<file path="config.mk">
export PLATFORM = sky130hd
export DESIGN_NAME = embi_bus
export DESIGN_NICKNAME = d
export VERILOG_FILES = /design/src/embi_pkg.sv /design/src/embi_area_dec.sv /design/src/embi_bus.sv
export SDC_FILE = /design/constraint.sdc
export NUM_CORES = 1
export LEC_CHECK = 0
export BUFFER_PORTS_ARGS = -buffer_cell sky130_fd_sc_hd__buf_4
export CAP_MARGIN = 20
export CORE_UTILIZATION = 35
export CTS_BUF_LIST = sky130_fd_sc_hd__clkbuf_4 sky130_fd_sc_hd__clkbuf_8 sky130_fd_sc_hd__clkbuf_16
export CTS_CLUSTER_SIZE = 20
export DETAILED_ROUTE_END_ITERATION = 8
export PLACE_DENSITY = 0.66
export SLEW_MARGIN = 15
export SYNTH_ARGS = -nofsm -noshare
export SYNTH_HDL_FRONTEND = slang
export SYNTH_HIERARCHICAL = 1
export SYNTH_SLANG_ARGS = --single-unit
</file>
<file path="constraint.sdc">
create_clock -name mclk -period 5 [get_ports mclk]
set_input_delay 1 -clock mclk [delete_from_list [all_inputs] [get_ports mclk]]
set_output_delay 1 -clock mclk [all_outputs]
set_load 0.005 [all_outputs]
</file>
<file path="src/embi_pkg.sv">
// Shared constants and types for the external memory bus interface
package embi_pkg;
	localparam int EMBI_AW = 24;
	localparam int EMBI_DW = 16;
	localparam int EMBI_NCS = 4;
	// Strobe low time in clock cycles
	localparam int EMBI_STRB_CYC = 3;
	// Cycles the strap synchroniser settles before capture
	localparam logic [1:0] EMBI_STRAP_WAIT = 2'h3;
	// Strap level that selects the 8-bit bus
	localparam logic EMBI_STRAP_BUS8 = 1'b1;
	localparam logic [EMBI_AW-1:0] EMBI_ADDR_RST = 24'h00_0000;
	localparam logic [EMBI_NCS-1:0] EMBI_CS_IDLE = 4'hf;
	typedef enum logic [2:0] {
		ST_IDLE, ST_SETUP, ST_STRB, ST_RECOV, ST_REL, ST_GNT, ST_RECLAIM
	} embi_state_t;
endpackage

</file>
<file path="src/embi_area_dec.sv">
// Address area decoder for chip selects and per-area bus width
`timescale 1ns/1ns
module embi_area_dec import embi_pkg::*; #(
	parameter int AW = EMBI_AW,
	parameter int N = EMBI_NCS
) (
	// Address under decode
	input wire logic [AW-1:0] addr,
	// Area configuration
	input wire logic [N*AW-1:0] area_base,
	input wire logic [N*AW-1:0] area_mask,
	input wire logic [N-1:0] area_en,
	input wire logic [N-1:0] area_bus16,
	input wire logic dflt_bus16,
	// Results
	output logic [N-1:0] hit,
	output logic bus16
);
	// An empty address or an empty area list leaves nothing to decode
	if (N < 1 || AW < 1) begin : g_chk
		$error("N and AW must be at least 1");
	end
	// One comparator per area; mask bits set mean do not care
	genvar g;
	for (g = 0; g < N; g++) begin : g_area
		assign hit[g] = area_en[g] &&
			(((addr ^ area_base[g*AW +: AW]) & ~area_mask[g*AW +: AW]) == '0);
	end
	// Lowest numbered hit sets the width, else the strap width
	always_comb begin
		bus16 = dflt_bus16;
		for (int i = N - 1; i >= 0; i--) begin
			if (hit[i]) begin
				bus16 = area_bus16[i];
			end
		end
	end
endmodule // embi_area_dec

</file>
<file path="src/embi_bus.sv">
// External memory expansion bus: strobes, sizing, chip selects, bus hold
// Function
// - Direction output high on read and dummy cycles, low on writes.
// - Each chip select low while bus address is inside its area.
// - External controller requests the device float all bus pins.
// - Grant asserted only after the pins are floated.
// - Main write strobe pulses for writes on the low data byte.
// - High byte write strobe pulses for writes on the upper data byte.
// - Read strobe asserted during external fetch cycles.
// - Mixed 8 and 16 bit regions; accesses split or merged to fit.
// - Board strap sampled to pick 8 or 16 bit default bus width.
// - 24-bit address reaches 16 Mbytes.
// - Granted controller gets no path into internal memory or I/O.
// - DRAM strobes float during grant only in release mode.
`timescale 1ns/1ns
module embi_bus import embi_pkg::*; #(
	parameter int STRB_CYC = EMBI_STRB_CYC
) (
	// Clock and reset
	input wire logic mclk,
	input wire logic rst,
	// Core access port
	input wire logic req_valid,
	input wire logic req_write,
	input wire logic req_word,
	input wire logic [EMBI_AW-1:0] req_addr,
	input wire logic [EMBI_DW-1:0] req_wdata,
	output logic req_ready,
	output logic rsp_valid,
	output logic [EMBI_DW-1:0] rsp_rdata,
	// Area configuration
	input wire logic [EMBI_NCS*EMBI_AW-1:0] area_base,
	input wire logic [EMBI_NCS*EMBI_AW-1:0] area_mask,
	input wire logic [EMBI_NCS-1:0] area_en,
	input wire logic [EMBI_NCS-1:0] area_bus16,
	// DRAM controller signals
	input wire logic dram_release_mode,
	input wire logic dram_ras_n,
	input wire logic dram_cas_n,
	input wire logic dram_refresh_n,
	output logic row_strobe_n,
	output logic column_strobe_n,
	output logic refresh_cycle_indicator,
	output logic dram_oe,
	// Address and data pins
	output logic [EMBI_AW-1:0] addr_out,
	output logic addr_oe,
	input wire logic [EMBI_DW-1:0] data_in,
	output logic [EMBI_DW-1:0] data_out,
	output logic data_oe,
	// Strobe, direction and select pins
	output logic rd_n,
	output logic wr_n,
	output logic high_byte_write_strobe_n,
	output logic rw_dir,
	output logic area_select_zero_n,
	output logic area_select_one_n,
	output logic area_select_two_n,
	output logic area_select_three_n,
	output logic ctl_oe,
	// Bus hold and strap pins
	input wire logic bus_hold_request,
	output logic bus_hold_grant,
	input wire logic bus_width_strap
);
	if (STRB_CYC < 2 || STRB_CYC > 3) begin : g_chk
		$error("STRB_CYC must be 2 or 3");
	end
	localparam logic [1:0] STRB_LAST = 2'(STRB_CYC);

	embi_state_t state_r;
	logic [1:0] hreq_s, strap_s, cnt_r, strap_cnt_r;
	logic [EMBI_DW-1:0] din_s1, din_s2, wdata_r, rdata_r, rd_merge;
	logic [EMBI_AW-1:0] addr_r, addr_nxt;
	logic [EMBI_NCS-1:0] hit_w, cs_n_r;
	logic [7:0] wbyte, rbyte;
	logic strap_bus16_r, strap_done_r, bus16_w, bus16_r;
	logic wr_r, word_r, split_r, part_r, take, next_part, hi_lane, full;
	logic ready_r, grant_r, rsp_r, rd_n_r, wr_n_r, hwr_n_r, dir_r;
	logic addr_oe_r, ctl_oe_r, data_oe_r, dram_oe_r;
	logic [EMBI_DW-1:0] dout_r;
	logic ras_r, cas_r, ref_r;

	// Pin synchronisers; first stage feeds only the second
	always_ff @(posedge mclk) begin
		hreq_s <= {hreq_s[0], bus_hold_request};
		strap_s <= {strap_s[0], bus_width_strap};
		din_s1 <= data_in;
		din_s2 <= din_s1;
	end

	// Strap caught once after reset release, once the synchroniser settled
	always_ff @(posedge mclk) begin
		if (rst) begin
			strap_cnt_r <= 2'h0;
			strap_done_r <= 1'b0;
			strap_bus16_r <= 1'b0;
		end else if (!strap_done_r) begin
			if (strap_cnt_r == EMBI_STRAP_WAIT) begin
				strap_bus16_r <= (strap_s[1] != EMBI_STRAP_BUS8);
				strap_done_r <= 1'b1;
			end else begin
				strap_cnt_r <= strap_cnt_r + 2'h1;
			end
		end
	end

	assign take = (state_r == ST_IDLE) && req_valid && ready_r;
	assign next_part = (state_r == ST_RECOV) && split_r && !part_r;
	assign hi_lane = bus16_r && addr_r[0];
	assign full = word_r && !split_r;
	assign wbyte = part_r ? wdata_r[15:8] : wdata_r[7:0];
	assign rbyte = hi_lane ? din_s2[15:8] : din_s2[7:0];

	// Address for the next cycle; second part of a split steps by one
	always_comb begin
		addr_nxt = addr_r;
		if (take) begin
			addr_nxt = req_addr;
		end else if (next_part) begin
			addr_nxt = addr_r + 24'h00_0001;
		end
	end

	embi_area_dec #(.AW(EMBI_AW), .N(EMBI_NCS)) u_dec (
		.addr(addr_nxt),
		.area_base(area_base),
		.area_mask(area_mask),
		.area_en(area_en),
		.area_bus16(area_bus16),
		.dflt_bus16(strap_bus16_r),
		.hit(hit_w),
		.bus16(bus16_w)
	);

	// Address, width and selects follow the decoded address
	always_ff @(posedge mclk) begin
		if (rst) begin
			addr_r <= EMBI_ADDR_RST;
			bus16_r <= 1'b0;
			cs_n_r <= EMBI_CS_IDLE;
		end else begin
			addr_r <= addr_nxt;
			bus16_r <= bus16_w;
			cs_n_r <= ~hit_w;
		end
	end

	// Read data merge; a byte request returns zero in the top byte
	always_comb begin
		rd_merge = rdata_r;
		if (full) begin
			rd_merge = din_s2;
		end else if (part_r) begin
			rd_merge[15:8] = rbyte;
		end else begin
			rd_merge = {8'h00, rbyte};
		end
	end

	// Access sequencer and bus hold handshake
	always_ff @(posedge mclk) begin
		if (rst) begin
			state_r <= ST_IDLE;
			cnt_r <= 2'h0;
			ready_r <= 1'b0;
			grant_r <= 1'b0;
			rsp_r <= 1'b0;
			part_r <= 1'b0;
			split_r <= 1'b0;
			wr_r <= 1'b0;
			word_r <= 1'b0;
			wdata_r <= '0;
			rdata_r <= '0;
		end else begin
			rsp_r <= 1'b0;
			case (state_r)
				ST_IDLE: begin
					if (take) begin
						ready_r <= 1'b0;
						wr_r <= req_write;
						word_r <= req_word;
						wdata_r <= req_wdata;
						part_r <= 1'b0;
						split_r <= req_word && !(bus16_w && !req_addr[0]);
						state_r <= ST_SETUP;
					end else if (hreq_s[1]) begin
						ready_r <= 1'b0;
						state_r <= ST_REL;
					end else begin
						ready_r <= strap_done_r;
					end
				end
				ST_SETUP: begin
					cnt_r <= 2'h0;
					state_r <= ST_STRB;
				end
				ST_STRB: begin
					cnt_r <= cnt_r + 2'h1;
					if (cnt_r == STRB_LAST) begin
						state_r <= ST_RECOV;
					end
				end
				ST_RECOV: begin
					if (!wr_r) begin
						rdata_r <= rd_merge;
					end
					if (next_part) begin
						part_r <= 1'b1;
						state_r <= ST_SETUP;
					end else begin
						rsp_r <= 1'b1;
						state_r <= ST_IDLE;
					end
				end
				// Pins float here; grant follows a cycle later
				ST_REL: begin
					state_r <= ST_GNT;
				end
				ST_GNT: begin
					grant_r <= hreq_s[1];
					if (!hreq_s[1]) begin
						state_r <= ST_RECLAIM;
					end
				end
				ST_RECLAIM: begin
					state_r <= ST_IDLE;
				end
				default: begin
					state_r <= ST_IDLE;
				end
			endcase
		end
	end

	// Pin drivers: strobes, data, direction and output enables
	always_ff @(posedge mclk) begin
		if (rst) begin
			rd_n_r <= 1'b1;
			wr_n_r <= 1'b1;
			hwr_n_r <= 1'b1;
			dir_r <= 1'b1;
			dout_r <= '0;
			data_oe_r <= 1'b0;
			addr_oe_r <= 1'b1;
			ctl_oe_r <= 1'b1;
			dram_oe_r <= 1'b1;
		end else begin
			case (state_r)
				ST_SETUP: begin
					dir_r <= !wr_r;
					data_oe_r <= wr_r;
					dout_r <= full ? wdata_r : (hi_lane ? {wbyte, 8'h00} : {8'h00, wbyte});
				end
				ST_STRB: begin
					if (cnt_r == 2'h0) begin
						rd_n_r <= wr_r;
						wr_n_r <= !(wr_r && (full || !hi_lane));
						hwr_n_r <= !(wr_r && (full || hi_lane));
					end else if (cnt_r == STRB_LAST) begin
						rd_n_r <= 1'b1;
						wr_n_r <= 1'b1;
						hwr_n_r <= 1'b1;
					end
				end
				ST_RECOV: begin
					data_oe_r <= 1'b0;
					dir_r <= 1'b1;
				end
				// Float everything the external controller may drive
				ST_REL: begin
					addr_oe_r <= 1'b0;
					ctl_oe_r <= 1'b0;
					dram_oe_r <= !dram_release_mode;
				end
				ST_RECLAIM: begin
					addr_oe_r <= 1'b1;
					ctl_oe_r <= 1'b1;
					dram_oe_r <= 1'b1;
				end
				default: begin
				end
			endcase
		end
	end

	// DRAM strobes pass through a register stage
	always_ff @(posedge mclk) begin
		if (rst) begin
			ras_r <= 1'b1;
			cas_r <= 1'b1;
			ref_r <= 1'b1;
		end else begin
			ras_r <= dram_ras_n;
			cas_r <= dram_cas_n;
			ref_r <= dram_refresh_n;
		end
	end

	// No inbound path exists: a granted master cannot reach inside
	assign req_ready = ready_r;
	assign rsp_valid = rsp_r;
	assign rsp_rdata = rdata_r;
	assign addr_out = addr_r;
	assign addr_oe = addr_oe_r;
	assign data_out = dout_r;
	assign data_oe = data_oe_r;
	assign rd_n = rd_n_r;
	assign wr_n = wr_n_r;
	assign high_byte_write_strobe_n = hwr_n_r;
	assign rw_dir = dir_r;
	assign {area_select_three_n, area_select_two_n, area_select_one_n,
		area_select_zero_n} = cs_n_r;
	assign ctl_oe = ctl_oe_r;
	assign dram_oe = dram_oe_r;
	assign row_strobe_n = ras_r;
	assign column_strobe_n = cas_r;
	assign refresh_cycle_indicator = ref_r;
	assign bus_hold_grant = grant_r;

	property p_dir_wr;
		@(posedge mclk) disable iff (rst) (!wr_n_r || !hwr_n_r) |-> !dir_r && data_oe_r;
	endproperty
	a_dir_wr: assert property (p_dir_wr) else $error("write strobe with read direction");

	property p_cs;
		@(posedge mclk) disable iff (rst) !$past(rst) |-> cs_n_r == ~$past(hit_w);
	endproperty
	a_cs: assert property (p_cs) else $error("chip select disagrees with area");

	property p_grant;
		@(posedge mclk) disable iff (rst)
			$rose(grant_r) |-> !addr_oe_r && !ctl_oe_r && !data_oe_r && !$past(ctl_oe_r);
	endproperty
	a_grant: assert property (p_grant) else $error("grant before pins floated");

	property p_wr_pulse;
		@(posedge mclk) disable iff (rst) $fell(wr_n_r) |-> (!wr_n_r)[*3] ##1 wr_n_r;
	endproperty
	a_wr_pulse: assert property (p_wr_pulse) else $error("write strobe width wrong");

	property p_hwr;
		@(posedge mclk) disable iff (rst) !hwr_n_r |-> bus16_r && (full || addr_r[0]);
	endproperty
	a_hwr: assert property (p_hwr) else $error("high strobe on wrong lane");

	property p_rd;
		@(posedge mclk) disable iff (rst) $fell(rd_n_r) |-> dir_r && !data_oe_r ##[4:13] rsp_r;
	endproperty
	a_rd: assert property (p_rd) else $error("read strobe without completion");

	property p_split;
		@(posedge mclk) disable iff (rst) next_part |=> state_r == ST_SETUP && part_r;
	endproperty
	a_split: assert property (p_split) else $error("split access lost second part");

	property p_dram;
		@(posedge mclk) disable iff (rst) $fell(dram_oe_r) |-> $past(dram_release_mode);
	endproperty
	a_dram: assert property (p_dram) else $error("DRAM pins floated outside release mode");

	property p_boundary;
		@(posedge mclk) disable iff (rst)
			grant_r |-> rd_n_r && wr_n_r && hwr_n_r && !ready_r;
	endproperty
	a_boundary: assert property (p_boundary) else $error("grant during an access");

	property p_reclaim;
		@(posedge mclk) disable iff (rst) $fell(grant_r) |-> !ctl_oe_r ##1 ctl_oe_r && addr_oe_r;
	endproperty
	a_reclaim: assert property (p_reclaim) else $error("pins retaken out of order");
endmodule // embi_bus

</file>
; Yosys cells after proc, flatten, opt, wreduce, memory -nomap -nowiden
; Index checks and enable logic that the tools add are counted.
[op_classes]
add_sub_neg = 3
n_eq_ne = 14
muxes = 36
reduce_logical = 45
bitwise_logic = 18
[op_table]
columns = op, count
row1 = 24-bit bitwise AND, 4
row2 = 24-bit zero test, 4
row3 = 24-bit NOT, 4
row4 = 24-bit XOR, 4
row5 = 16-bit 2-to-1 mux, 3
row6 = 24-bit 2-to-1 mux, 2
row7 = 8-bit 2-to-1 mux, 4
row8 = "24-bit by 1-bit adder with 24-bit output, second input constant", 1
row9 = 3-bit one-hot mux with 6 select lines, 1
row10 = 1-bit 2-to-1 mux, 16
row11 = 1-bit logical AND, 14
row12 = 3-bit 2-to-1 mux, 4
row13 = 1-bit one-hot mux with 2 select lines, 5
row14 = 2-bit AND reduction, 5
row15 = 2-bit nonzero test, 5
row16 = "3-bit equality test, second input constant", 3
row17 = 1-bit zero test, 9
row18 = 3-bit AND reduction, 3
row19 = "2-bit inequality test, second input constant", 4
row20 = "3-bit by 2-bit equality test with 1-bit output, second input constant", 2
row21 = 1-bit NOT, 5
row22 = "2-bit by 1-bit adder with 2-bit output, second input constant", 2
row23 = "2-bit equality test, second input constant", 2
row24 = 4-bit NOT, 1
row25 = 8 further kinds, 9
[word_totals]
out_inout_bits = 74
inputBits = 267
ff_bits = 139

; Longest topological paths before layout
; Gate-level depths: netlist of run 1.
[logic_depth]
ltp_word = 16
ltp_mapped = 16
ltp_nobuf = 14

; Modules after synthesis
; The synthesis of run 1 kept the hierarchy.
[modules_own_cells]
columns = module, area_each_um2, cells_each, instances
row1 = embi_bus, 5581.6, 633, 1
row2 = embi_area_dec, 1671.6, 236, 1

; Worst setup path after synthesis of run 1
; OpenSTA, ideal clock, no wires.
[synth_path]
path_kind = input -> register
from = in req_valid
to = reg split_r
stages = 15
t_required_ns = 4.868
slack_ns = 0.825
t_arrival_ns = 4.042
cell_sequence = and2_1 -> buf_1 -> a2111o_1 -> or4_4 -> a31oi_1 -> buf_6 -> xnor2_2 -> o22ai_1 -> or4_1 -> or3_4 -> or3_1 -> o211ai_1 -> nand2b_1 -> nand3_1 -> a21oi_1
[synth_between]
elab_chain_cells = 14
elab_cells_between_ends = 27
classes_between = 5 x mux / 8 x bitwise / 14 x reduce/logical
[synth_rtl]
columns = item, line
row1 = "start, declared", embi_bus.sv:23  ; input wire logic req_valid,
row2 = 1-bit logical AND (*) (2 in series), embi_bus.sv:108  ; assign take = (state_r == ST_IDLE) && req_valid && ready_r;
row3 = 24-bit 2-to-1 mux (*), embi_bus.sv:118  ; if (take) begin
row4 = named net addr_nxt[21], embi_bus.sv:74  ; logic [EMBI_AW-1:0] addr_r, addr_nxt;
row5 = 24-bit XOR, embi_area_dec.sv:27  ; (((addr ^ area_base[g*AW +: AW]) & ~area_mask[g*AW +: AW]) == '0);
row6 = 24-bit bitwise AND, embi_area_dec.sv:27
row7 = 24-bit zero test, embi_area_dec.sv:27
row8 = 1-bit logical AND, embi_area_dec.sv:26  ; assign hit[g] = area_en[g] &&
row9 = 1-bit 2-to-1 mux (3 in series), embi_area_dec.sv:33  ; if (hit[i]) begin
row10 = 1-bit 2-to-1 mux (*), embi_area_dec.sv:33
row11 = named net bus16_w, embi_bus.sv:77  ; logic strap_bus16_r, strap_done_r, bus16_w, bus16_r;
row12 = 1-bit logical AND (*), embi_bus.sv:185  ; split_r <= req_word && !(bus16_w && !req_addr[0]);
row13 = 1-bit zero test (*), embi_bus.sv:185
row14 = 1-bit logical AND (*), embi_bus.sv:185
row15 = "end signal, assigned", embi_bus.sv:185
row16 = "end, declared", embi_bus.sv:78  ; logic wr_r, word_r, split_r, part_r, take, next_part, hi_lane, full;
; Mark *: on every way through the listed nets, which the timed path passes. The rest lies on a longest branch.
; A chain may end at the register's enable or synchronous reset.

; Worst setup path after layout of run 1
[layout_path]
from = reg addr_r[3] (netlist: addr_out[3])
to = reg split_r
[layout_between]
elab_chain_cells = 14
elab_cells_between_ends = 26
classes_between = 1 x add/sub / 6 x mux / 8 x bitwise / 11 x reduce/logical
[layout_rtl]
columns = item, line
row1 = "start, declared", embi_bus.sv:74
row2 = "start signal, assigned", embi_bus.sv:143  ; addr_r <= addr_nxt;
row3 = 24-bit by 1-bit adder with 24-bit output (*), embi_bus.sv:121  ; addr_nxt = addr_r + 24'h00_0001;
row4 = 24-bit 2-to-1 mux (*), embi_bus.sv:120  ; end else if (next_part) begin
row5 = 24-bit 2-to-1 mux (*), embi_bus.sv:118
row6 = named net addr_nxt[21], embi_bus.sv:74
row7 = 24-bit XOR, embi_area_dec.sv:27
row8 = 24-bit bitwise AND, embi_area_dec.sv:27
row9 = 24-bit zero test, embi_area_dec.sv:27
row10 = 1-bit logical AND, embi_area_dec.sv:26
row11 = 1-bit 2-to-1 mux (3 in series), embi_area_dec.sv:33
row12 = 1-bit 2-to-1 mux (*), embi_area_dec.sv:33
row13 = named net bus16_w, embi_bus.sv:77
row14 = 1-bit logical AND (*), embi_bus.sv:185
row15 = 1-bit zero test (*), embi_bus.sv:185
row16 = 1-bit logical AND (*), embi_bus.sv:185
; Marks and branches as above.

==> results of run 1 <==
-- flip-flops by register name, summed over array words and instances (netlist names), 2 cells and up --
register     count
addr_out        24
data_out        16
din_s1          16
din_s2          16
rsp_rdata       16
wdata_r         16
cs_n_r           4
state_r          3
cnt_r            2
hreq_s           2
strap_cnt_r      2
strap_s          2
-- cell families (layout without fill, tap and decap cells) --
logic type	Yosys count	after routing	synth area share [%]
adder cells (fa/ha/maj)	4	4	0.690
AO/OA/AOI/OAI	233	233	21.5
XOR/XNOR	105	105	12.9
buffers and inverters	81	419	4.76
other	0	2	0
AND/OR/NAND/NOR	303	303	21.2
multiplexers	4	4	0.552
flip-flops	139	139	38.4
-- metrics by stage --
stage                     util [%]  hold WS, ns  power (W)  worst slack [ns]  instance area [um^2]
after floorplan                  -        0.310    0.00153             0.825                  7250
after global placement        49.9        0.310    0.00187             0.399                 10100
after detailed placement      49.9        0.312    0.00187             0.339                 10100
after CTS                     52.7        0.328    0.00311             0.593                 10700
after global routing          52.8        0.334    0.00322             0.270                 10700
final                         52.8        0.326    0.00310             0.562                 10700
-- power breakdown --
group	switching, W	leakage, nW	internal (W)
logic	0.000296	2.86	0.000335
clock network	0.000541	0.284	0.000704
registers	0.0000482	1.14	0.00117
total	0.000885	4.28	0.00221
-- final cells by class --
type	count	area [um^2]	area share, %
clock inverters	15	151	1.41
multi-input cells	649	4150	38.7
repair buffers	376	2820	26.4
well taps	270	338	3.15
inverters	11	41.3	0.385
flip-flops and latches	139	2780	26.0
clock buffers	17	425	3.97
diodes	2	5.00	0.0467
-- how the worst min path moves through the flow --
stage	slack, ns	end
floorplan	0.31	din_s2[0]$_DFF_P_
global placement	0.31	strap_s[1]$_DFF_P_
detailed placement	0.31	strap_s[1]$_DFF_P_
CTS	0.33	din_s2[14]$_DFF_P_
global route	0.33	din_s2[6]$_DFF_P_
finish	0.33	din_s2[14]$_DFF_P_
-- layout by cell type, fill, tap and decap left out, types with 3 or more instances in the layout --
cell type	synthesis	layout
buf_4	1	376
dfxtp_1	139	139
xnor2_1	102	102
nor2_1	90	89
nand2_1	75	74
o22ai_1	59	59
a21oi_1	37	37
a211oi_1	30	30
a311oi_1	26	26
o21ai_0	23	23
nor4_1	22	22
nor3_1	21	20
a22oi_1	18	18
and3_1	17	17
clkbuf_16	0	17
nand3_1	13	13
a31oi_1	12	12
inv_1	11	11
nand2b_1	9	9
or4_1	7	7
o31ai_1	7	7
nand4_1	6	6
and4_1	5	5
or2_2	5	5
or4_4	5	5
nor2b_1	5	5
inv_8	0	5
and2_1	4	4
nand4b_1	4	4
mux2i_1	4	4
o21bai_1	4	4
ha_1	4	4
inv_6	0	4
or3_1	3	3
nor3b_1	3	3
clkinv_2	0	3
-- critical path, stage by stage (launching register included) --
cell      delay, ns
dfxtp_1        0.42
nand3_1        0.21
or4_1          0.69
or4_4          0.58
a31oi_1        0.48
xnor2_2        0.17
o22ai_1        0.09
or4_1          0.53
or3_4          0.42
or3_1          0.31
o211ai_1       0.13
nand2b_1       0.09
nand3_1        0.08
a21oi_1        0.06
-- routing by layer --
metal	vias up	wire (um)	global-route usage (%)
li1	3833	-	-
met1	3721	14200	39.6
met2	353	14500	45.2
met3	40	2470	7.24
met4	0	629	8.74
met5	-	0	0
==> parameters.txt, run 1 <==
Parameter                              Value

Outcome
  Status ... complete, no violations

Hold path
  Hold Path Origin ... din_s1[14]$_DFF_P_
  Worst hold path cell count ... 0
  Worst min path class ... reg -> reg

Die
  Area of the placeable core ... 20300 um^2
  Count of boundary I/O pins ... ~340
  Die outline width ... ~150 um
  Die Outline Area ... 21300 um^2
  Initial Util ... 35.7%
  Die Span Y ... 146 um
  Num rows ... 52

Final layout
  Synthesis-to-finish area growth ... 47.7%
  Count of nets after finishing ... 1465
  Fraction of layout cells with a size suffix above 1 ... 35.5%
  Fill cell total of the finished layout ... 1957
  Non-filler instance count after layout ... 1479

Worst setup path
  Start point of the critical path ... addr_out[3]$_SDFF_PP0_
  Critical path capture point ... split_r$_SDFFE_PP0P_
  Worst setup path class ... reg -> reg
  End of the worst register-to-register path ... split_r$_SDFFE_PP0P_
  Type of origin of the critical path ... flip-flop
  Worst Path Max Fanout ... 6
  Required time of the critical path ... 5.25 ns
  Arrival time reported for the critical path endpoint ... about 4.7 ns
  Start of the worst register-to-register path ... addr_out[3]$_SDFF_PP0_
  Type of element capturing the critical path ... flip-flop
  Worst R2R Setup Slack ... ~0.56 ns
  Worst reg2reg path depth ... 13

GRT
  Initial antenna violation count ... 2
  Wire length of the first global-routing pass ... about 46 mm
  Maximum number of pins on one net before global-route repair ... between 100 and 150
  Final global-route overflow total ... 0
  Number of global-route vias before repair ... 7403
  Combined global-route utilization of all metal layers ... between 20% and 30%

Placement
  Half-perimeter wire length after detailed placement ... 25.4 mm
  Port Buffer Count ... 340
  Placed cells ... 1445
  Routability Congestion ... between 0.9 and 1

Synth
  Syn Std Cell Area ... 7250 um^2
  Most frequent cells after synthesis ... dfxtp_1 (139), xnor2_1 (102), nor2_1 (90)
  Yosys top cell by area ... dfxtp_1
  Mean Syn Cell Area ... between 8 and 9 um^2
  Count of cell types in the netlist ... 60
  Top cell type's share of synthesized area ... 38.4%
  Warning count from the yosys run ... 6
  Cell types occupying the most area after synthesis ... dfxtp_1 (38%), xnor2_1 (12%), o22ai_1 (5.1%), nor2_1 (4.7%), nand2_1 (3.9%)
  Synth Register Bits ... 139
  Post-synthesis sequential area ratio ... a little under two fifths
  Most instantiated library cell after synthesis ... dfxtp_1
  Count of flip-flops with a built-in enable after synthesis ... 0
  Number of cells produced by synthesis ... 869
  Ys async rst share ... 0%
  Synthesized netlist net count ... roughly 1100
  Most instantiated flip-flop cell in the synthesis netlist ... dfxtp_1

Clocking
  CTS buffer count ... 17
  Worst-path clk slew ... 0.06 ns
  Number of H-tree levels ... 4
  Buffers inserted during post-CTS setup optimization ... 0
  Sink count of the clock tree ... 139
  Buffers from clock root to sink, at most ... 2
  TritonCTS clock tree ... yes
  Quantity of hold-fixing buffers added after cts ... 0
  CTS Root Cell ... clkbuf_16
  Clk_lat worst skew ... 0.43 ns
  PostCTS Resize Cnt ... 0

Routing
  Drc violations ... 0
  Routed len/inst ... 21.5 um
  Count of routing violations after the opening detailed-route iteration ... ~540
  Via total after detailed routing ... roughly 7900
  Aggregate routed wire length ... 31.7 mm
  Detail Route Antenna Nets ... 0
  Number of detailed-routing iterations run before antenna repair ... 5
  Via count normalized by instance count ... 5.37

STA
  Period utilisation layout ... approximately nine tenths
  Highest Clock Rate ... 225 MHz
  Final critical-path required period ... 4.44 ns
  Slew Limit Fails ... 0
  Final hold viol count ... 0
  Worst slew margin relative to its limit ... 25.4%
  Transition at the pin with the smallest max-transition slack ... 1.12 ns
  Worst Clk Skew ... 0.0171 ns
  Total Neg Setup Slack ... 0 ns
  Total of endpoints with negative setup slack in the final report ... 0
  Unrepaired setup endpoints after global routing ... false

Power
  Worst vdd rail ir drop ... ~0.26 mV
  Lkg Pwr ... 4.28 nW
  Total power density per cell area ... 289 nW/um^2

Run
  Max-cap viol count ... 0
No activity file was read; power rests on OpenSTA's default activity.
==> run 2, diff against run 1 <==
Settings changed: BUFFER_PORTS_ARGS -buffer_cell sky130_fd_sc_hd__buf_4 to -buffer_cell sky130_fd_sc_hd__clkbuf_2.
Clock period 5 ns to 5.3 ns, I/O delays scaled along.
==> run 2 against run 1 <==
Power down 8.5%. Via count down 0.84%. Die area unchanged. Clock power down 7%. Cell area down 8.1%. First-iteration DRC count up 11%. Maximum frequency down 5.4%. Core utilization down 4.3 points. Sequential cell count unchanged. Critical endpoint unchanged.
==> parameters.txt, run 2 (synthesized netlist as in run 1, its figures left out) <==
Parameter                              Value

GRT
  Combined global-route utilization of all metal layers ... 28.5% (was 29.1%)
  Number of global-route vias before repair ... 7536 (was 7403)
  Maximum number of pins on one net before global-route repair ... 65 (was 104)
  Wire length of the first global-routing pass ... 45.4 mm (was 46.1 mm)
  Final global-route overflow total ... 0 (unchanged)
  Initial antenna violation count ... 0 (was 2)

STA
  Total Neg Setup Slack ... 0 ns (unchanged)
  Final Hold Slack ... 0.326 ns (about the same)
  Worst slew margin relative to its limit ... 26.9% (was 25.4%)
  Slew Limit Fails ... 0 (unchanged)
  Final hold viol count ... 0 (unchanged)
  Final critical-path required period ... 4.69 ns (was 4.44 ns)
  Unrepaired setup endpoints after global routing ... false (unchanged)
  Total of endpoints with negative setup slack in the final report ... 0 (unchanged)
  Transition at the pin with the smallest max-transition slack ... 1.10 ns (was 1.12 ns)
  Highest Clock Rate ... 213 MHz (was 225 MHz)
  Worst Clk Skew ... 0.0112 ns (was 0.0171 ns)
  Period utilisation layout ... 88.6% (was 88.8%)

Die
  Initial Util ... 35.7% (unchanged)
  Die Span Y ... 146 um (unchanged)
  Die outline width ... 146 um (unchanged)
  Num rows ... 52 (unchanged)
  Area of the placeable core ... 20300 um^2 (unchanged)
  Die Outline Area ... 21300 um^2 (unchanged)
  Count of boundary I/O pins ... 341 (unchanged)

Routing
  Routed len/inst ... 20.9 um (was 21.5 um)
  Detail Route Antenna Nets ... 0 (unchanged)
  Via total after detailed routing ... 7880 (was 7947)
  Number of detailed-routing iterations run before antenna repair ... 5 (unchanged)
  Aggregate routed wire length ... 30.8 mm (was 31.7 mm)
  Via count normalized by instance count ... 5.34 (was 5.37)
  Count of routing violations after the opening detailed-route iteration ... 595 (was 535)
  Drc violations ... 0 (unchanged)

Power
  Share of total power in the clock network ... 40.8% (was 40.2%)
  Internal ... 0.00203 W (was 0.00221 W)
  Power share of the sequential group ... 40.7% (was 39.4%)
  Net Sw Frac ... 28.4% (was 28.6%)
  Lkg Pwr ... 4.04 nW (was 4.28 nW)
  Sw Pwr ... 0.000804 W (was 0.000885 W)
  Total power density per cell area ... 288 nW/um^2 (was 289 nW/um^2)
  Worst vdd rail ir drop ... 0.213 mV (was 0.259 mV)
  Total power consumption of the routed design ... 0.00283 W (was 0.00310 W)
  Combinational Power Share ... 18.6% (was 20.4%)

Worst setup path
  Type of element capturing the critical path ... flip-flop (unchanged)
  Required time of the critical path ... 5.59 ns (was 5.25 ns)
  Worst reg2reg path depth ... 14 (was 13)
  CP delay by family, top ... simple AND/OR/NAND/NOR gates (unchanged)
  Worst setup path class ... reg -> reg (unchanged)
  Critical path's slowest cell ... a31oi_1 (was or4_1)
  Arrival time reported for the critical path endpoint ... 4.98 ns (was 4.69 ns)
  Type of origin of the critical path ... flip-flop (unchanged)
  Ordered cell list for the critical path ... nand3_1 > or4_1 > buf_4 > or4_1 > a31oi_1 > xnor2_1 > o22ai_1 > or4_1 > or3_4 > or3_1 > o211ai_1 > nand2b_1 > nand3_1 > a21oi_1 (was nand3_1 > or4_1 > or4_4 > a31oi_1 > xnor2_2 > o22ai_1 > or4_1 > or3_4 > or3_1 > o211ai_1 > nand2b_1 > nand3_1 > a21oi_1)
  Longest individual stage delay on the worst path ... 0.60 ns (was 0.69 ns)
  Number of gates on the worst path with buffers counted ... 14 (was 13)
  Buf/Inv on CP ... 1 (was 0)
  Most prevalent standard cell on the critical path ... or4_1
  Worst Path Max Fanout ... 19 (was 6)

Placement
  Half-perimeter wire length after detailed placement ... 24.9 mm (was 25.4 mm)
  Routability Congestion ... 0.905 (was 0.921)
  Placed inst area ... 9270 um^2 (was 10100 um^2)
  Port Buffer Count ... 340 (unchanged)

Clocking
  CTS Root Cell ... clkbuf_16 (unchanged)
  Quantity of hold-fixing buffers added after cts ... 0 (unchanged)
  TritonCTS clock tree ... yes (unchanged)
  PostCTS Resize Cnt ... 0 (unchanged)
  Buffers from clock root to sink, at most ... 2 (unchanged)
  Sink count of the clock tree ... 139 (unchanged)
  Buffers inserted during post-CTS setup optimization ... 0 (unchanged)
  CTS buffer count ... 17 (unchanged)
  Worst-path clk slew ... 0.06 ns (about the same)
  Number of H-tree levels ... 4 (unchanged)
  Clk_lat worst skew ... 0.42 ns (was 0.43 ns)

Hold path
  Worst hold path cell count ... 0 (unchanged)
  Worst min path class ... reg -> reg (unchanged)

Final layout
  Count of nets after finishing ... 1464 (was 1465)
  Fill cell total of the finished layout ... 2050 (was 1957)
  Final core occ ... 48.5% (was 52.8%)
  Number of antenna diodes ... 0 (was 2)
  Synthesis-to-finish area growth ... 35.7% (was 47.7%)
  Top library cells by usage in the layout, fill and taps aside ... clkbuf_2 (339), dfxtp_1 (139), xnor2_1 (102), nor2_1 (89), nand2_1 (74) (was buf_4 (376), dfxtp_1 (139), xnor2_1 (102), nor2_1 (89), nand2_1 (74))
  Fraction of layout cells with a size suffix above 1 ... 35.3% (was 35.5%)
  Total non-filler cell area in the finished layout ... 9840 um^2 (was 10700 um^2)
  Number of flip-flops in the largest register ... 24 (unchanged)
  Most common cell after layout, fill and taps aside ... clkbuf_2 (was buf_4)

Outcome
  Status ... complete, no violations (unchanged)

Run
  Max-cap viol count ... 0 (unchanged)
-- run 2: changes by cell type in the layout (fill, tap and decap cells not counted), moves of 2 or more --
| cell | previous run | this run |
|---|---|---|
| clkinv_4 | 0 | 7 |
| clkbuf_2 | 0 | 339 |
| inv_6 | 4 | 2 |
| buf_4 | 376 | 36 |
| inv_8 | 5 | 0 |
| clkbuf_4 | 0 | 4 |
| diode_2 | 2 | 0 |
| clkinv_2 | 3 | 0 |
-- run 2: power groups by stage --
| stage | Sequential, W | Combinational [W] | Clock [W] |
|---|---|---|---|
| after global routing | 0.00116 | 0.000573 | 0.00122 |
| final | 0.00115 | 0.000526 | 0.00115 |
| after detailed placement | 0.00117 | 0.000518 | 0 |
| after CTS | 0.00115 | 0.000522 | 0.00118 |
| after global placement | 0.00117 | 0.000520 | 0 |
| after floorplan | 0.00116 | 0.000281 | 0 |
-- run 2: final cells by class --
type	instances	area [um^2]	share of cell area (%)
clock buffers	21	455	4.63
clock inverters	11	116	1.18
inverters	11	41.3	0.420
multi-input cells	649	4140	42.1
flip-flops and latches	139	2780	28.3
well taps	270	338	3.43
repair buffers	375	1970	20.0
-- run 2: routing by layer --
metal | part of all wire [%] | global-route usage [%] | vias up | routed length (um)
li1 | - | - | 3824 | -
met1 | 44 | 37.7 | 3659 | 13400
met2 | 45 | 44.6 | 348 | 13900
met3 | 8.3 | 7.27 | 49 | 2560
met4 | 3.1 | 10.8 | 0 | 944
met5 | 0 | 0 | - | 0
-- run 2: path summary, 6_finish.rpt --
kind / from / to / slack (ns)
setup / recovery: addr_out[3]$_SDFF_PP0_ / split_r$_SDFFE_PP0P_ / 0.61
hold reg to reg: din_s1[0]$_DFF_P_ / din_s2[0]$_DFF_P_ / 0.33
hold / removal: din_s1[0]$_DFF_P_ / din_s2[0]$_DFF_P_ / 0.33
setup reg to reg: addr_out[3]$_SDFF_PP0_ / split_r$_SDFFE_PP0P_ / 0.61
-- run 2: metrics by stage --
| stage | std cells | setup WS, ns |
|---|---|---|
| 2_1_floorplan | 869 | 1.07 |
| 3_3_place_gp | 1444 | 0.668 |
| 3_5_place_dp | 1444 | 0.575 |
| 4_1_cts | 1476 | 0.661 |
| 5_1_grt | 1476 | 0.414 |
| 6_report | 1476 | 0.606 |
-- run 2: worst reg2reg max path: stages (launching register included) --
cell and delay, ns:
dfxtp_1 0.44, nand3_1 0.23, or4_1 0.55, buf_4 0.21, or4_1 0.54, a31oi_1 0.60, xnor2_1 0.20, o22ai_1 0.11
or4_1 0.54, or3_4 0.43, or3_1 0.31, o211ai_1 0.16, nand2b_1 0.09, nand3_1 0.08, a21oi_1 0.06
==> run 3, diff against run 2 <==
Settings changed: PLACE_DENSITY 0.66 to 0.62, SYNTH_HIERARCHICAL 1 to default.
==> run 3 against run 2 <==
Register-to-register slack improved by 0.43 ns. Core utilization fell by 3.5 points. Largest power group is now clock. Combinational power rose by 17%. Count of clock-buffer cells in the layout fell by 4. Global-route usage rose by 6.4 points. Die area rose by 36%. Sequential share of layout area fell by 6.0 points.
==> parameters.txt, run 3 <==
Parameter                              Value

GRT
  Final global-route overflow total ... 0 (unchanged)
  Wire length of the first global-routing pass ... 72.9 mm (was 45.4 mm)
  Maximum number of pins on one net before global-route repair ... 54 (was 65)
  Combined global-route utilization of all metal layers ... 35.0% (was 28.5%)
  Initial antenna violation count ... 1 (was 0)
  Number of global-route vias before repair ... 11000 (was 7536)

Die
  Die Span Y ... 170 um (was 146 um)
  Num rows ... 61 (was 52)
  Initial Util ... 35.6% (was 35.7%)
  Area of the placeable core ... 27800 um^2 (was 20300 um^2)
  Die Outline Area ... 28900 um^2 (was 21300 um^2)
  Count of boundary I/O pins ... 341 (unchanged)
  Die outline width ... 170 um (was 146 um)

Worst setup path
  Type of origin of the critical path ... flip-flop (unchanged)
  Required time of the critical path ... 5.68 ns (was 5.59 ns)
  Worst R2R Setup Slack ... 1.03 ns (was 0.61 ns)
  Arrival time reported for the critical path endpoint ... 4.65 ns (was 4.98 ns)
  Worst Path Max Fanout ... 14 (was 19)
  Worst setup path class ... reg -> reg (unchanged)
  Type of element capturing the critical path ... flip-flop (unchanged)

STA
  Worst slew margin relative to its limit ... 33.7% (was 26.9%)
  Transition at the pin with the smallest max-transition slack ... 0.993 ns (was 1.10 ns)
  Period utilisation layout ... 80.5% (was 88.6%)
  Final hold viol count ... 0 (unchanged)
  Highest Clock Rate ... 234 MHz (was 213 MHz)
  Total of endpoints with negative setup slack in the final report ... 0 (unchanged)
  Unrepaired setup endpoints after global routing ... false (unchanged)
  Worst Clk Skew ... 0.0197 ns (was 0.0112 ns)
  Worst path setup slack after routing ... 1.03 ns (was 0.606 ns)
  Final critical-path required period ... 4.27 ns (was 4.69 ns)
  Total Neg Setup Slack ... 0 ns (unchanged)
  Slew Limit Fails ... 0 (unchanged)

Synth
  Count of flip-flops with a built-in enable after synthesis ... 0 (unchanged)
  Top cell type's share of synthesized area ... 28.1% (was 38.4%)
  Post-synthesis sequential area ratio ... 28.1% (was 38.4%)
  Cell types occupying the most area after synthesis ... dfxtp_1 (28%), xnor2_1 (8.9%), nor2_1 (5.4%), nand2_1 (4.2%), a211oi_1 (3.2%) (was dfxtp_1 (38%), xnor2_1 (12%), o22ai_1 (5.1%), nor2_1 (4.7%), nand2_1 (3.9%))
  Syn Std Cell Area ... 9890 um^2 (was 7250 um^2)
  Number of cells produced by synthesis ... 1240 (was 869)
  Mean Syn Cell Area ... 7.98 um^2 (was 8.35 um^2)
  Warning count from the yosys run ... 0 (was 6)
  Synth Register Bits ... 139 (unchanged)
  Synthesized netlist net count ... 1511 (was 1140)
  Count of cell types in the netlist ... 95 (was 60)
  Yosys top cell by area ... dfxtp_1 (unchanged)
  Most frequent cells after synthesis ... nor2_1 (141), dfxtp_1 (139), nand2_1 (111) (was dfxtp_1 (139), xnor2_1 (102), nor2_1 (90))
  Most instantiated library cell after synthesis ... nor2_1 (was dfxtp_1)
  Most instantiated flip-flop cell in the synthesis netlist ... dfxtp_1 (unchanged)
  Ys async rst share ... 0% (unchanged)

Routing
  Met2 wire length ... 22.9 mm (was 13.9 mm)
  Via count normalized by instance count ... 6.03 (was 5.34)
  DRT met1 WL ... 20.5 mm (was 13.4 mm)
  Routed len/inst ... 26.6 um (was 20.9 um)
  Via total after detailed routing ... 11600 (was 7880)
  Aggregate routed wire length ... 51.2 mm (was 30.8 mm)
  Number of detailed-routing iterations run before antenna repair ... 7 (was 5)
  Detail Route Antenna Nets ... 0 (unchanged)
  Detailed-routed wire length on met3 ... 5.12 mm (was 2.56 mm)
  Uppermost metal layer occupied by signal nets ... met4 (unchanged)
  Drc violations ... 0 (unchanged)
  Count of routing violations after the opening detailed-route iteration ... 1285 (was 595)

Clocking
  Quantity of hold-fixing buffers added after cts ... 0 (unchanged)
  PostCTS Resize Cnt ... 0 (unchanged)
  CTS buffer count ... 17 (unchanged)
  Number of H-tree levels ... 4 (unchanged)
  TritonCTS clock tree ... yes (unchanged)
  Worst-path clk slew ... 0.08 ns (was 0.06 ns)
  CTS Root Cell ... clkbuf_16 (unchanged)
  Buffers inserted during post-CTS setup optimization ... 0 (unchanged)
  Clk_lat worst skew ... 0.45 ns (was 0.42 ns)
  Sink count of the clock tree ... 139 (unchanged)
  Buffers from clock root to sink, at most ... 2 (unchanged)

Placement
  Half-perimeter wire length after detailed placement ... 41.5 mm (was 24.9 mm)
  Routability Congestion ... 1.05 (was 0.905)
  Worst setup slack before clock tree synthesis ... 0.837 ns (was 0.575 ns)
  Port Buffer Count ... 340 (unchanged)
  Placed cells ... 1892 (was 1444)

Final layout
  Number of flip-flops in the largest register ... 24 (unchanged)
  Synthesis-to-finish area growth ... 26.4% (was 35.7%)
  Top library cells by usage in the layout, fill and taps aside ... clkbuf_2 (339), nor2_1 (140), dfxtp_1 (139), nand2_1 (111), xnor2_1 (101) (was clkbuf_2 (339), dfxtp_1 (139), xnor2_1 (102), nor2_1 (89), nand2_1 (74))
  Fill cell total of the finished layout ... 2895 (was 2050)
  Fraction of layout cells with a size suffix above 1 ... 28.2% (was 35.3%)
  Final core occ ... 45.0% (was 48.5%)
  Count of nets after finishing ... 1804 (was 1464)
  Most common cell after layout, fill and taps aside ... clkbuf_2 (unchanged)
  Non-filler instance count after layout ... 1925 (was 1476)

Power
  Net Sw Frac ... 33.8% (was 28.4%)
  Share of total power in the clock network ... 41.9% (was 40.8%)
  Power share of the sequential group ... 37.6% (was 40.7%)
  Worst vdd rail ir drop ... 0.195 mV (was 0.213 mV)
  Combinational Power Share ... 20.5% (was 18.6%)
  Total power consumption of the routed design ... 0.00301 W (was 0.00283 W)
  Internal ... 0.00200 W (was 0.00203 W)
  Sw Pwr ... 0.00102 W (was 0.000804 W)
  Lkg Pwr ... 5.07 nW (was 4.04 nW)
  Total power density per cell area ... 241 nW/um^2 (was 288 nW/um^2)

Hold path
  Worst min path class ... reg -> reg (unchanged)

Outcome
  Status ... complete, no violations (unchanged)

Run
  Max-cap viol count ... 0 (unchanged)
==> run 3: cell types whose count changed after synthesis, sizes merged, moves of 20 or more <==
cell,before,now
nor2,90,143
nand2,75,113
o22ai,59,24
nand4,6,32
buf,12,34
xor2,1,21
==> run 3: power by group through the flow <==
stage | Combinational (W) | Sequential [W] | Clock, W
after floorplan | 0.000309 | 0.00114 | 0
after global placement | 0.000602 | 0.00116 | 0
after detailed placement | 0.000599 | 0.00116 | 0
after CTS | 0.000602 | 0.00113 | 0.00128
after global routing | 0.000652 | 0.00114 | 0.00133
final | 0.000617 | 0.00113 | 0.00126
==> run 3: cell type report <==
class / count / area [um^2] / area share [%]
inverter: 25 / 93.8 / 0.751
multi-input combinational: 985 / 6620 / 53.0
tap: 378 / 473 / 3.78
clock inverter: 15 / 186 / 1.49
timing repair buffer: 365 / 1910 / 15.3
antenna: 1 / 2.50 / 0.0200
sequential: 139 / 2780 / 22.3
clock buffer: 17 / 425 / 3.40
==> run 3: kinds of logic (layout without fill, tap and decap cells) <==
logic type      Yosys count  in the layout  synth area share, %
simple gates            546            546                 30.1
compound gates          290            290                 21.5
flops                   139            139                 28.1
xor+xnor                134            134                 13.6
buf+inv                 116            422                 5.04
mux                      11             11                 1.14
fa+ha+maj                 4              4                0.506
other cells               0              1                    0
==> run 3: final timing paths <==
check,start,to,cells past startpoint
worst max-delay path,addr_out[12]$_SDFF_PP0_,split_r$_SDFFE_PP0P_,11
worst min-delay path,din_s1[12]$_DFF_P_,din_s2[12]$_DFF_P_,0
worst max register to register,addr_out[12]$_SDFF_PP0_,split_r$_SDFFE_PP0P_,11
worst min register to register,din_s1[12]$_DFF_P_,din_s2[12]$_DFF_P_,0
==> run 3: worst max-delay path, cell delays in order, from the launching register on <==
cell       delay, ns
dfxtp_1         0.62
nand3_1         0.34
or3_1           0.53
nor4_1          0.57
nor4_1          0.22
a211oi_1        0.39
o2111ai_1       0.28
nor4_1          0.54
nand2b_1        0.17
o211a_1         0.15
a22oi_2         0.20
a41o_1          0.19
==> run 3: through the flow <==
stage / hold WS (ns) / area, um^2
floorplan: 0.310 / 9890
global placement: 0.311 / 11900
detailed placement: 0.313 / 11900
CTS: 0.317 / 12500
global route: 0.323 / 12500
finish: 0.319 / 12500
==> run 3: per-layer routing <==
layer | track usage [%] | up-vias
li1 | - | 5177
met1 | 44.7 | 5492
met2 | 55.7 | 774
met3 | 7.33 | 161
met4 | 17.4 | 0
met5 | 0 | -
